==> src/shared/dsp_cfg_params.svh <==
// offsets, reset values, write masks and field positions of the config bank
`ifndef DSP_CFG_PARAMS_SVH
`define DSP_CFG_PARAMS_SVH

`define OFS_GAIN 8'hC0
`define OFS_SKIP 8'hC1
`define OFS_CROSS 8'hC2
`define OFS_BOOST_L 8'hC3
`define OFS_BOOST_R 8'hC4
`define OFS_FGAIN 8'hC5
`define OFS_MASK 8'hD0
`define OFS_TYPE 8'hD1
`define OFS_TEST1 8'hF0
`define OFS_TEST2 8'hF1
`define OFS_TEST3 8'hF2
`define OFS_TEST4 8'hF3
`define OFS_TEST5 8'hF4

`define RST_ZERO 8'h00
`define RST_MASK 8'h70
`define RST_TYPE 8'h08
`define RST_TEST5 8'h02

`define WM_GAIN 8'h0F
`define WM_SKIP 8'hFE
`define WM_CROSS 8'h1F
`define WM_FGAIN 8'h03
`define WM_FAULT 8'h7F
`define WM_TEST4 8'h03
`define WM_TEST5 8'h0F

`define FINAL_GAIN_BIT 3
`define LOW_SKIP_BIT 1
`define OC_TYPE_BIT 3
`define HEADROOM_TOP_CODE 3'h3
`define HEADROOM_MAX_STEPS 3'h4
`define BYTE_BITS 4'h8
`define I2C_ADDR_DEFAULT 7'h2A

`endif

==> src/shared/dsp_cfg_pkg.sv <==
// types shared by the gain, skip and fault configuration bank
package dsp_cfg_pkg;

  typedef logic [6:0] fault_t;

  typedef enum logic [2:0] {
    ST_IDLE = 3'b000,
    ST_DEV  = 3'b001,
    ST_REG  = 3'b010,
    ST_WR   = 3'b011,
    ST_RD   = 3'b100,
    ST_ACK  = 3'b101,
    ST_MACK = 3'b110
  } link_state_e;

  typedef struct packed {
    logic       finalGainBoost;
    logic [2:0] headroomSteps;
    logic       leftMidFirstStageSkip;
    logic       leftMidSecondStageSkip;
    logic       rightMidFirstStageSkip;
    logic       rightMidSecondStageSkip;
    logic       leftHighStageSkip;
    logic       rightHighStageSkip;
    logic       leftLowStageSkip;
    logic       rightLowStageSkip;
    logic       lowCrossHighpassBypass;
    logic       highCrossLowpassBypass;
    logic       highCrossHighpassBypass;
    logic       lowCrossLowpassBypass;
    logic       lowBandAllpassBypass;
    logic [7:0] leftBoostStagesOneToEight;
    logic [7:0] rightBoostStagesOneToEight;
  } cfg_s;

endpackage

==> src/sync_two_ff.sv <==
// two-flop synchroniser for pin inputs
`timescale 1ns/100ps
`default_nettype none

module sync_two_ff #(
  parameter int WIDTH = 2
) (
  input  wire logic             clock,
  input  wire logic             srst,
  input  wire logic [WIDTH-1:0] din,
  output logic      [WIDTH-1:0] dout
);

  logic [WIDTH-1:0] meta_reg;

  if (WIDTH < 1) begin : g_bad_width
    $error("sync_two_ff width must be at least one");
  end

  always_ff @(posedge clock) begin
    if (srst) begin
      meta_reg <= '1;
      dout     <= '1;
    end else begin
      meta_reg <= din;
      dout     <= meta_reg;
    end
  end

endmodule

`default_nettype wire

==> src/dsp_gain_skip_fault_config.sv <==
// two-wire reachable gain, stage skip and fault policy registers
//
// Behaviour
// RULE1 - final gain bit: 0 unity, 1 plus 6 dB
// RULE2 - pair code sets equal cut/boost, 6 dB steps
// RULE3 - mid/high skip bit: one stage not two
// RULE4 - skip bit 1 drives both low stages
// RULE5 - bits 4,3 bypass crossover filters
// RULE6 - bits 2,1,0 bypass remaining compressor filters
// RULE7 - left and right eight-bit boosts reset zero
// RULE8 - clock fault masks bits 6..4 reset one
// RULE9 - power fault masks bits 3..0 reset zero
// RULE10 - type bit: 0 auto recover, 1 latch
// RULE11 - over-current type resets to latch
// RULE12 - masked source never drives fault nor latches
`timescale 1ns/100ps
`default_nettype none
`include "dsp_cfg_params.svh"

module dsp_gain_skip_fault_config
  import dsp_cfg_pkg::*;
#(
  parameter logic [6:0] DEV_ADDR = `I2C_ADDR_DEFAULT
) (
  input  wire logic   clock,
  input  wire logic   srst,
  input  wire logic   sclIn,
  input  wire logic   sdaIn,
  output logic        sdaOut,
  output logic        sdaOe,
  input  wire fault_t faultRaw,
  input  wire logic   faultClear,
  output logic        faultNOut,
  output logic        faultNOe,
  output fault_t      faultActive,
  output cfg_s        cfgOut
);

  if (DEV_ADDR < 7'h08 || DEV_ADDR > 7'h77) begin : g_bad_addr
    $error("device address falls in a reserved two-wire range");
  end

  logic [1:0]  pinSync;
  logic        sclS;
  logic        sdaS;
  logic        sclD_reg;
  logic        sdaD_reg;
  logic        startCond;
  logic        stopCond;
  logic        sclRise;
  logic        sclFall;

  link_state_e state_reg;
  link_state_e ackNext_reg;
  logic [3:0]  bitCnt_reg;
  logic [7:0]  shift_reg;
  logic [7:0]  ptr_reg;
  logic        wrPulse_reg;
  logic [7:0]  wrAddr_reg;
  logic [7:0]  wrData_reg;
  logic [7:0]  rdData;

  logic [7:0]  gain_reg;
  logic [7:0]  skip_reg;
  logic [7:0]  cross_reg;
  logic [7:0]  boostL_reg;
  logic [7:0]  boostR_reg;
  logic [7:0]  fGain_reg;
  logic [7:0]  mask_reg;
  logic [7:0]  type_reg;
  logic [7:0]  test1_reg;
  logic [7:0]  test3_reg;
  logic [7:0]  test4_reg;
  logic [7:0]  test5_reg;

  cfg_s        cfg_next;
  fault_t      maskBits;
  fault_t      latch_reg;
  fault_t      latchSet;
  fault_t      latch_next;
  fault_t      act_next;
  logic [2:0]  pairCode;
  logic [5:0]  skipUpper;

  // pins are asynchronous to the core clock
  sync_two_ff #(
    .WIDTH (2)
  ) u_pin_sync (
    .clock (clock),
    .srst  (srst),
    .din   ({sclIn, sdaIn}),
    .dout  (pinSync)
  );

  assign sclS = pinSync[1];
  assign sdaS = pinSync[0];

  always_ff @(posedge clock) begin
    if (srst) begin
      sclD_reg <= 1'b1;
      sdaD_reg <= 1'b1;
    end else begin
      sclD_reg <= sclS;
      sdaD_reg <= sdaS;
    end
  end

  assign startCond = sclS & sclD_reg & sdaD_reg & ~sdaS;
  assign stopCond  = sclS & sclD_reg & ~sdaD_reg & sdaS;
  assign sclRise   = sclS & ~sclD_reg;
  assign sclFall   = ~sclS & sclD_reg;

  // two-wire slave: address, pointer, then auto-incrementing data bytes
  always_ff @(posedge clock) begin
    if (srst) begin
      state_reg   <= ST_IDLE;
      ackNext_reg <= ST_IDLE;
      bitCnt_reg  <= 4'h0;
      shift_reg   <= 8'h00;
      ptr_reg     <= 8'h00;
      sdaOe       <= 1'b0;
      wrPulse_reg <= 1'b0;
      wrAddr_reg  <= 8'h00;
      wrData_reg  <= 8'h00;
    end else begin
      wrPulse_reg <= 1'b0;
      if (startCond) begin
        state_reg  <= ST_DEV;
        bitCnt_reg <= 4'h0;
        sdaOe      <= 1'b0;
      end else if (stopCond) begin
        state_reg <= ST_IDLE;
        sdaOe     <= 1'b0;
      end else begin
        unique case (state_reg)
          ST_IDLE: begin
            sdaOe <= 1'b0;
          end
          ST_DEV, ST_REG, ST_WR: begin
            if (sclRise && bitCnt_reg != `BYTE_BITS) begin
              shift_reg  <= {shift_reg[6:0], sdaS};
              bitCnt_reg <= bitCnt_reg + 4'h1;
            end else if (sclFall && bitCnt_reg == `BYTE_BITS) begin
              bitCnt_reg <= 4'h0;
              state_reg  <= ST_ACK;
              sdaOe      <= 1'b1;
              if (state_reg == ST_DEV) begin
                ackNext_reg <= shift_reg[0] ? ST_RD : ST_REG;
                if (shift_reg[7:1] != DEV_ADDR) begin
                  state_reg <= ST_IDLE;
                  sdaOe     <= 1'b0;
                end
              end else if (state_reg == ST_REG) begin
                ptr_reg     <= shift_reg;
                ackNext_reg <= ST_WR;
              end else begin
                wrPulse_reg <= 1'b1;
                wrAddr_reg  <= ptr_reg;
                wrData_reg  <= shift_reg;
                ptr_reg     <= ptr_reg + 8'h01;
                ackNext_reg <= ST_WR;
              end
            end
          end
          ST_ACK: begin
            if (sclFall) begin
              state_reg  <= ackNext_reg;
              bitCnt_reg <= 4'h0;
              if (ackNext_reg == ST_RD) begin
                shift_reg <= rdData;
                ptr_reg   <= ptr_reg + 8'h01;
                sdaOe     <= ~rdData[7];
              end else begin
                sdaOe <= 1'b0;
              end
            end
          end
          ST_RD: begin
            if (sclRise) begin
              bitCnt_reg <= bitCnt_reg + 4'h1;
            end else if (sclFall) begin
              if (bitCnt_reg == `BYTE_BITS) begin
                sdaOe     <= 1'b0;
                state_reg <= ST_MACK;
              end else begin
                shift_reg <= {shift_reg[6:0], 1'b0};
                sdaOe     <= ~shift_reg[6];
              end
            end
          end
          ST_MACK: begin
            if (sclRise) begin
              if (sdaS) begin
                state_reg <= ST_IDLE;
              end else begin
                state_reg   <= ST_ACK;
                ackNext_reg <= ST_RD;
              end
            end
          end
          default: begin
            state_reg <= ST_IDLE;
          end
        endcase
      end
    end
  end

  // open-drain pins only ever pull low
  always_ff @(posedge clock) begin
    if (srst) begin
      sdaOut    <= 1'b0;
      faultNOut <= 1'b0;
    end else begin
      sdaOut    <= 1'b0;
      faultNOut <= 1'b0;
    end
  end

  // register file; reserved bits are masked off and read zero
  always_ff @(posedge clock) begin
    if (srst) begin
      gain_reg   <= `RST_ZERO; // [RULE1] [RULE2]
      skip_reg   <= `RST_ZERO; // [RULE3] [RULE4]
      cross_reg  <= `RST_ZERO; // [RULE5] [RULE6]
      boostL_reg <= `RST_ZERO; // [RULE7]
      boostR_reg <= `RST_ZERO; // [RULE7]
      fGain_reg  <= `RST_ZERO;
      mask_reg   <= `RST_MASK; // [RULE8] [RULE9]
      type_reg   <= `RST_TYPE; // [RULE10] [RULE11]
      test1_reg  <= `RST_ZERO;
      test3_reg  <= `RST_ZERO;
      test4_reg  <= `RST_ZERO;
      test5_reg  <= `RST_TEST5;
    end else if (wrPulse_reg) begin
      case (wrAddr_reg)
        `OFS_GAIN:    gain_reg   <= wrData_reg & `WM_GAIN;
        `OFS_SKIP:    skip_reg   <= wrData_reg & `WM_SKIP;
        `OFS_CROSS:   cross_reg  <= wrData_reg & `WM_CROSS;
        `OFS_BOOST_L: boostL_reg <= wrData_reg;
        `OFS_BOOST_R: boostR_reg <= wrData_reg;
        `OFS_FGAIN:   fGain_reg  <= wrData_reg & `WM_FGAIN;
        `OFS_MASK:    mask_reg   <= wrData_reg & `WM_FAULT;
        `OFS_TYPE:    type_reg   <= wrData_reg & `WM_FAULT;
        `OFS_TEST1:   test1_reg  <= wrData_reg;
        `OFS_TEST3:   test3_reg  <= wrData_reg;
        `OFS_TEST4:   test4_reg  <= wrData_reg & `WM_TEST4;
        `OFS_TEST5:   test5_reg  <= wrData_reg & `WM_TEST5;
        default:      test1_reg  <= test1_reg;
      endcase
    end
  end

  always_comb begin
    case (ptr_reg)
      `OFS_GAIN:    rdData = gain_reg;
      `OFS_SKIP:    rdData = skip_reg;
      `OFS_CROSS:   rdData = cross_reg;
      `OFS_BOOST_L: rdData = boostL_reg;
      `OFS_BOOST_R: rdData = boostR_reg;
      `OFS_FGAIN:   rdData = fGain_reg;
      `OFS_MASK:    rdData = mask_reg;
      `OFS_TYPE:    rdData = type_reg;
      `OFS_TEST1:   rdData = test1_reg;
      `OFS_TEST3:   rdData = test3_reg;
      `OFS_TEST4:   rdData = test4_reg;
      `OFS_TEST5:   rdData = test5_reg;
      default:      rdData = 8'h00;
    endcase
  end

  // each step is 6 dB of input cut and equal output boost
  function automatic logic [2:0] headroom_steps(input logic [2:0] code);
    headroom_steps = (code > `HEADROOM_TOP_CODE) ? `HEADROOM_MAX_STEPS : code;
  endfunction

  assign pairCode  = gain_reg[2:0];
  assign skipUpper = skip_reg[7:2];

  always_comb begin
    cfg_next = '0;
    cfg_next.finalGainBoost = gain_reg[`FINAL_GAIN_BIT]; // [RULE1]
    cfg_next.headroomSteps = headroom_steps(pairCode); // [RULE2]
    cfg_next.leftMidFirstStageSkip = skip_reg[7]; // [RULE3]
    cfg_next.leftMidSecondStageSkip = skip_reg[6]; // [RULE3]
    cfg_next.rightMidFirstStageSkip = skip_reg[5]; // [RULE3]
    cfg_next.rightMidSecondStageSkip = skip_reg[4]; // [RULE3]
    cfg_next.leftHighStageSkip = skip_reg[3]; // [RULE3]
    cfg_next.rightHighStageSkip = skip_reg[2]; // [RULE3]
    cfg_next.leftLowStageSkip = skip_reg[`LOW_SKIP_BIT]; // [RULE4]
    cfg_next.rightLowStageSkip = skip_reg[`LOW_SKIP_BIT]; // [RULE4]
    cfg_next.lowCrossHighpassBypass = cross_reg[4]; // [RULE5]
    cfg_next.highCrossLowpassBypass = cross_reg[3]; // [RULE5]
    cfg_next.highCrossHighpassBypass = cross_reg[2]; // [RULE6]
    cfg_next.lowCrossLowpassBypass = cross_reg[1]; // [RULE6]
    cfg_next.lowBandAllpassBypass = cross_reg[0]; // [RULE6]
    cfg_next.leftBoostStagesOneToEight = boostL_reg; // [RULE7]
    cfg_next.rightBoostStagesOneToEight = boostR_reg; // [RULE7]
  end

  always_ff @(posedge clock) begin
    if (srst) begin
      cfgOut <= '0;
    end else begin
      cfgOut <= cfg_next;
    end
  end

  // fault policy: new latch events win over a same-cycle clear
  assign maskBits   = mask_reg[6:0];
  assign latchSet   = faultRaw & ~maskBits & type_reg[6:0]; // [RULE10] [RULE12]
  assign latch_next = ((latch_reg & ~{7{faultClear}}) | latchSet) & ~maskBits;
  assign act_next   = (faultRaw | latch_next) & ~maskBits; // [RULE12]

  always_ff @(posedge clock) begin
    if (srst) begin
      latch_reg   <= '0;
      faultActive <= '0;
      faultNOe    <= 1'b0;
    end else begin
      latch_reg   <= latch_next; // [RULE10]
      faultActive <= act_next;
      faultNOe    <= |act_next; // [RULE12]
    end
  end
endmodule

`default_nettype wire

==> config.mk <==
export PLATFORM = sky130hd
export DESIGN_NAME = dsp_gain_skip_fault_config
export DESIGN_NICKNAME = d
export VERILOG_FILES = /design/src/shared/dsp_cfg_pkg.sv /design/src/sync_two_ff.sv /design/src/dsp_gain_skip_fault_config.sv
export VERILOG_INCLUDE_DIRS = /design/src /design/src/shared
export SDC_FILE = /design/constraint.sdc
export NUM_CORES = 1
export LEC_CHECK = 0
export BUFFER_PORTS_ARGS = -buffer_cell sky130_fd_sc_hd__buf_2
export CAP_MARGIN = 10
export CORE_MARGIN = 10
export CORE_UTILIZATION = 41
export DETAILED_ROUTE_END_ITERATION = 6
export RECOVER_POWER = 100
export SYNTH_ARGS = -nofsm -noshare
export SYNTH_HDL_FRONTEND = slang
export SYNTH_HIERARCHICAL = 1
export SYNTH_SLANG_ARGS = --single-unit
==> constraint.sdc <==
create_clock -name clock -period 3.3 [get_ports clock]
set_input_delay 0.495 -clock clock [delete_from_list [all_inputs] [get_ports clock]]
set_output_delay 0.495 -clock clock [all_outputs]
set_load 0.01 [all_outputs]
==> results of run 1 <==
[power by group]
group          switching, W  internal [W]
combinational     0.0000608     0.0000234
clock              0.000848       0.00115
sequential       0.00000876       0.00202
total              0.000918       0.00320
[layer usage]
layer,up-vias,track usage [%]
met5,-,0
met4,0,4.587
met3,23,4.181
met2,160,23.74
met1,2797,21.11
li1,2896,-
[kinds of logic after synthesis]
kind of cell	synth area share [%]
mux	8.981
other cells	0.05167
fa+ha+maj	1.034
flops	46.06
simple gates	22.77
buf+inv	4.430
xor+xnor	0.1207
compound gates	16.55
[worst max-delay path, cell delays in order, from the launching register on]
cell and delay, ns:
dfxtp_1 0.43, ha_1 0.70, o21bai_1 0.12, a2111oi_0 0.50, a21oi_1 0.17, or4_1 0.51, o22ai_1 0.14
[area by class of cell]
| type | instances | area share [%] |
|---|---|---|
| Clock buffer | 20 | 5.526 |
| Inverter | 13 | 0.6037 |
| Tap cell | 225 | 3.483 |
| Sequential cell | 167 | 41.36 |
| Multi-Input combinational cell | 564 | 44.02 |
| Clock inverter | 12 | 1.749 |
| Timing Repair Buffer | 62 | 3.251 |
[per-stage QoR]
step	hold WS, ns	setup WS (ns)	util, %
after global routing	0.2411	0.4473	46.73
after detailed placement	0.3948	0.7512	44.05
after global placement	0.3871	0.7412	44.05
final	0.2454	0.6407	46.73
after floorplan	0.3832	1.491	-
after CTS	0.2299	0.7252	47.45
[cells in the mapped netlist (5+ instances only)]
cell / number / area, um^2
a222oi_1: 5 / 50.05
clkbuf_1: 40 / 150.1
o31ai_1: 5 / 37.54
o21ai_0: 25 / 125.1
nand2_1: 55 / 206.5
nor3b_1: 6 / 45.04
buf_2: 14 / 70.07
nand2b_1: 7 / 43.79
o21bai_1: 8 / 60.06
nor3_1: 6 / 30.03
ha_1: 6 / 75.07
o22ai_1: 6 / 37.54
nand3_1: 53 / 265.3
o21a_1: 8 / 60.06
a21oi_1: 55 / 275.3
dfxtp_1: 167 / 3343
nor2_1: 85 / 319.1
nor2b_1: 46 / 287.8
a22oi_1: 12 / 90.09
a311oi_1: 5 / 43.79
and2_1: 6 / 37.54
mux2i_1: 64 / 640.6
buf_4: 6 / 45.04
a22o_1: 12 / 105.1
a211o_1: 6 / 52.55
inv_1: 12 / 45.04
nand3b_1: 5 / 37.54
[final timing paths]
path	endpoint	from	slack, ns	cells after the start
worst max-delay path	shift_reg[1]	ptr_reg[1]	0.64	6
worst min-delay path	u_pin_sync/meta_reg[1]	sclIn	0.25	2
worst max register to register	shift_reg[1]	ptr_reg[1]	0.64	6
worst min register to register	u_pin_sync/dout[0]	u_pin_sync/meta_reg[0]	0.40	1
==> summary.txt, run 1 <==
Drt
  • Detailed Routing Iterations Pass 1: 5
  • Vias after detailed routing: 5876
  • Highest metal used: met4
  • Met3 wire length: 1.166 mm
  • Drt total wl: 18.63 mm
  • Met1 Wirelength: 8.809 mm
  • Drc violations: 0
  • Met2 wire length: 8.393 mm
  • Via-per-instance ratio: 5.528
  • Post-DRT Antenna Nets: 0
  • Avg WL per Cell: 17.52 um
  • DRT iter0 DRCs: 502

Worst setup path
  • Startpoint Class: register
  • CP Data Arrival Time: 2.99 ns
  • CP required: 3.63 ns
  • Crit path max fanout: 15
  • CP Class: register to register
  • CP endpoint kind: register

Clocking
  • H-Tree Depth: 4
  • Worst skew pair latency: 0.43 ns
  • Root buf cell: clkbuf_16
  • Clk sinks: 167
  • Worst-path clk slew: 0.07 ns
  • Post-CTS setup buffer count: 0
  • Cts hold-fix bufs: 0
  • CTS Buf Count: 17
  • Post-cts sizing count: 0
  • CTS tree: yes
  • Max Buffers Root-to-Sink: 2

Cells and area
  • Share of cells above drive strength 1: 7.160%
  • Most frequent cells in the layout: 167 x dfxtp_1, 86 x nor2_1, 64 x mux2i_1
  • Post-route cell area: 0.008083 mm^2
  • Register area: 0.003343 mm^2
  • Filler cells: 1716
  • Nets: 843
  • Number of flip-flops in the largest register: 32
  • Multi-input logic area: 0.003558 mm^2
  • # diodes: 0
  • P&R area growth vs syn: 11.36%
  • Commonest non-fill, non-tap cell in the layout: dfxtp_1
  • Post-route insts no fill: 1063
  • Reg with most FFs: cfgOut

Timing
  • Rel. slew slack: -5.620%
  • F_max: 376.0 MHz
  • Tmin final: 2.659 ns
  • Hold Fails Final Rpt: 0
  • Worst-Margin Slew: 1.572 ns
  • Tcrit/Tclk final: 80.59%
  • RSZ-0062 raised after global routing: no
  • Final TNS setup: 0 ns
  • Fin. max-slew vios: 99
  • Worst Skew: 0.01323 ns
  • Endpoints failing setup: 0

Logic synthesis
  • EDFF count, synth: 0
  • Synth warn: 6
  • Avg Cell Area, Syn: 9.016 um^2
  • Library cells used by synthesis: 74
  • Sequential area share after synthesis: 46.06%
  • Cell count after synthesis: 805
  • Async S/R FF share, synth: 0%
  • Post-Syn Area: 0.007258 mm^2
  • Flops & latches, synth: 167
  • Commonest register cell after synthesis: dfxtp_1

Die
  • Row cnt: 48
  • Core area: 0.01730 mm^2
  • DIE HEIGHT: 153.1 um
  • Die area: 0.02342 mm^2
  • Die width: 153.1 um
  • Starting density of the core: 41.96%
  • Top-Level Pins: 56

Place
  • Dpl hpwl: 12.62 mm
  • PortBufs: 53
  • Dpl cells: 1031
  • Gpl congestion: 0.8577
  • Area after DPL: 0.007619 mm^2

Power and ir drop
  • Final total power: 0.004114 W
  • Leakage: 2.947 nW
  • Pwr/cell area: 509.0 mW/mm^2
  • Worst VDD drop: 0.3596 mV

Global route
  • Total overflow reported by the global router: 0
  • Wire length of the first global-routing pass: 30.10 mm
  • Vias in the first global route: 5498
  • Initial antenna violation count: 0
  • Largest net degree at the start of global routing: 79
  • Gr usage total: 15.61%

Outcome
  • Failing checks: max-capacitance violations, max-slew violations
  • Status: finished, violations left

Run
  • Max-cap violation count: 3

Worst hold path
  • Hold Crit Class: primary input to register
Power figures use the tool's default switching activity.
==> inputs of run 2 (changes only) <==
==> constraint.sdc (replaced) <==
create_clock -name clock -period 2.7 [get_ports clock]
set_input_delay 0.405 -clock clock [delete_from_list [all_inputs] [get_ports clock]]
set_output_delay 0.405 -clock clock [all_outputs]
set_load 0.01 [all_outputs]
==> summary.txt, run 2 (synthesis gave the netlist of run 1 again) <==
Outcome
  • Status: finished, violations left
  • Failing checks: max-capacitance violations, max-slew violations

Timing
  • Worst-Margin Slew: 1.674 ns (+0.1023 ns)
  • Hold_ws: 0.1499 ns (-0.09556 ns)
  • Tmin final: 2.315 ns (-0.3442 ns)
  • RSZ-0062 raised after global routing: no
  • Rel. slew slack: -11.63% (-6.0 points)
  • Final TNS setup: 0 ns (unchanged)
  • Endpoints failing setup: 0 (unchanged)
  • F_max: 431.9 MHz (+15%)
  • Worst Skew: 0.008443 ns (-0.004788 ns)
  • Hold Fails Final Rpt: 0 (unchanged)
  • Fin. max-slew vios: 85 (-14%)
  • Tcrit/Tclk final: 85.75% (+5.2 points)

Cells and area
  • Register area: 0.003343 mm^2 (unchanged)
  • Final Util: 47.42% (+0.69 points)
  • Filler cells: 1708 (-0.47%)
  • Reg with most FFs: cfgOut
  • Multi-input logic area: 0.003568 mm^2 (+0.28%)
  • Share of cells above drive strength 1: 9.401% (+2.2 points)
  • P&R area growth vs syn: 13.02%
  • Commonest non-fill, non-tap cell in the layout: dfxtp_1
  • Number of flip-flops in the largest register: 32 (unchanged)
  • # diodes: 0 (unchanged)
  • Nets: 856 (+1.5%)
  • Most frequent cells in the layout: 167 x dfxtp_1, 86 x nor2_1, 64 x mux2i_1

Place
  • PortBufs: 53 (unchanged)
  • Dpl hpwl: 13.14 mm (+4.1%)
  • Gpl congestion: 0.9232 (+7.6%)

Power and ir drop
  • Switching share of power: 23.26% (+0.95 points)
  • Leakage: 3.026 nW (+2.7%)
  • Worst VDD drop: 0.4529 mV (+26%)
  • Switching pwr: 0.001159 W (+26%)
  • Clock Power Share: 48.0% (-0.6 points)
  • Combinational share of power: 2.3% (+0.3 points)
  • Internal Dissipation: 0.003825 W (+20%)
  • Share of power burned in registers: 49.7% (+0.3 points)
  • Pwr/cell area: 607.6 mW/mm^2 (+19%)

Worst hold path
  • Hold Path Cell Cnt: 2 (unchanged)
  • Hold Crit Start: sdaIn
  • Hold Crit Class: primary input to register

Worst setup path
  • Reg-to-Reg Start: ptr_reg[0]
  • Cell Chain, Critical Path: inv_1, ha_1, buf_4, o2bb2ai_1, o31ai_1, a21oi_1, or4_1, o22ai_1
  • Startpoint Class: register
  • Crit path max fanout: 21 (+6)
  • CP required: 3.03 ns (-0.60 ns)
  • CP Class: register to register
  • CP Launch Point: ptr_reg[0]
  • Crit path largest cell delay: 0.51 ns (-0.19 ns)
  • Critical path buffer and inverter count: 2 (+2)
  • Family with the most delay on the worst path: simple AND/OR/NAND/NOR gates
  • Critical path's slowest cell: or4_1
  • Reg2Reg Depth: 8 (+2)
  • CP Depth: 8 (+2)
  • CP Data Arrival Time: 2.64 ns (-0.35 ns)
  • CP endpoint kind: register

Die
  • Row cnt: 48 (unchanged)
  • DIE HEIGHT: 153.1 um (unchanged)
  • Starting density of the core: 41.96% (unchanged)
  • Core area: 0.01730 mm^2 (unchanged)
  • Top-Level Pins: 56 (unchanged)
  • Die width: 153.1 um (unchanged)
  • Die area: 0.02342 mm^2 (unchanged)

Clocking
  • H-Tree Depth: 4 (unchanged)
  • CTS tree: yes
  • CTS Buf Count: 17 (unchanged)
  • Clk sinks: 167 (unchanged)
  • Cts hold-fix bufs: 0 (unchanged)
  • Post-cts sizing count: 0 (unchanged)
  • Root buf cell: clkbuf_16
  • Post-CTS setup buffer count: 0 (unchanged)
  • Max Buffers Root-to-Sink: 2 (unchanged)
  • Worst skew pair latency: 0.43 ns (about the same)
  • Worst-path clk slew: 0.06 ns (about the same)

Drt
  • Via-per-instance ratio: 5.426 (-1.8%)
  • DRT iter0 DRCs: 465 (-7.4%)
  • Detailed Routing Iterations Pass 1: 7 (+2)
  • Drt total wl: 18.85 mm (+1.2%)
  • Post-DRT Antenna Nets: 0 (unchanged)
  • Drc violations: 0 (unchanged)
  • Vias after detailed routing: 5838 (-0.65%)
  • Avg WL per Cell: 17.51 um (about the same)

Global route
  • Wire length of the first global-routing pass: 30.66 mm (+1.9%)
  • Largest net degree at the start of global routing: 86 (+8.9%)
  • Initial antenna violation count: 0 (unchanged)
  • Vias in the first global route: 5598 (+1.8%)
  • Gr usage total: 15.91% (+0.30 points)
  • Total overflow reported by the global router: 0 (unchanged)

Run
  • Max-cap violation count: 1 (-2)
==> run 2: final timing paths <==
kind                             to  slack (ns)
max                    shift_reg[2]        0.38
min          u_pin_sync/meta_reg[0]        0.15
max reg2reg            shift_reg[2]        0.38
min reg2reg      u_pin_sync/dout[1]        0.41
==> run 2: through the flow <==
stage / cells / cell area, um^2 / power, W / setup slack (ns)
after floorplan: 806 / 7262 / 0.002615 / 0.8915
after global placement: 1044 / 7716 / 0.002650 / 0.5952
after detailed placement: 1044 / 7716 / 0.002650 / 0.4990
after CTS: 1076 / 8294 / 0.005029 / 0.4825
after global routing: 1076 / 8203 / 0.005153 / 0.2132
final: 1076 / 8203 / 0.004984 / 0.3848
==> run 2: routing by layer <==
layer | vias to the layer above | GRT usage (%) | share of wire (%)
met5 | - | 0 | 0
met4 | 0 | 5.767 | 1.8
met3 | 21 | 4.125 | 5.5
met2 | 146 | 24.02 | 44
met1 | 2744 | 21.34 | 49
li1 | 2927 | - | -
==> run 2: area by class of cell <==
type	count	area share, %
Multi-Input combinational cell	564	43.50
Sequential cell	167	40.76
Clock buffer	18	5.354
Timing Repair Buffer	75	4.667
Tap cell	225	3.432
Clock inverter	14	1.693
Inverter	13	0.5949
==> run 2: power by group through the flow <==
stage | clock (W) | sequential [W] | combinational [W]
after global routing | 0.00255 | 0.00248 | 0.000125
after detailed placement | 0 | 0.00254 | 0.000114
after global placement | 0 | 0.00254 | 0.000115
after CTS | 0.00244 | 0.00248 | 0.000115
final | 0.00239 | 0.00248 | 0.000112
after floorplan | 0 | 0.00254 | 0.0000794
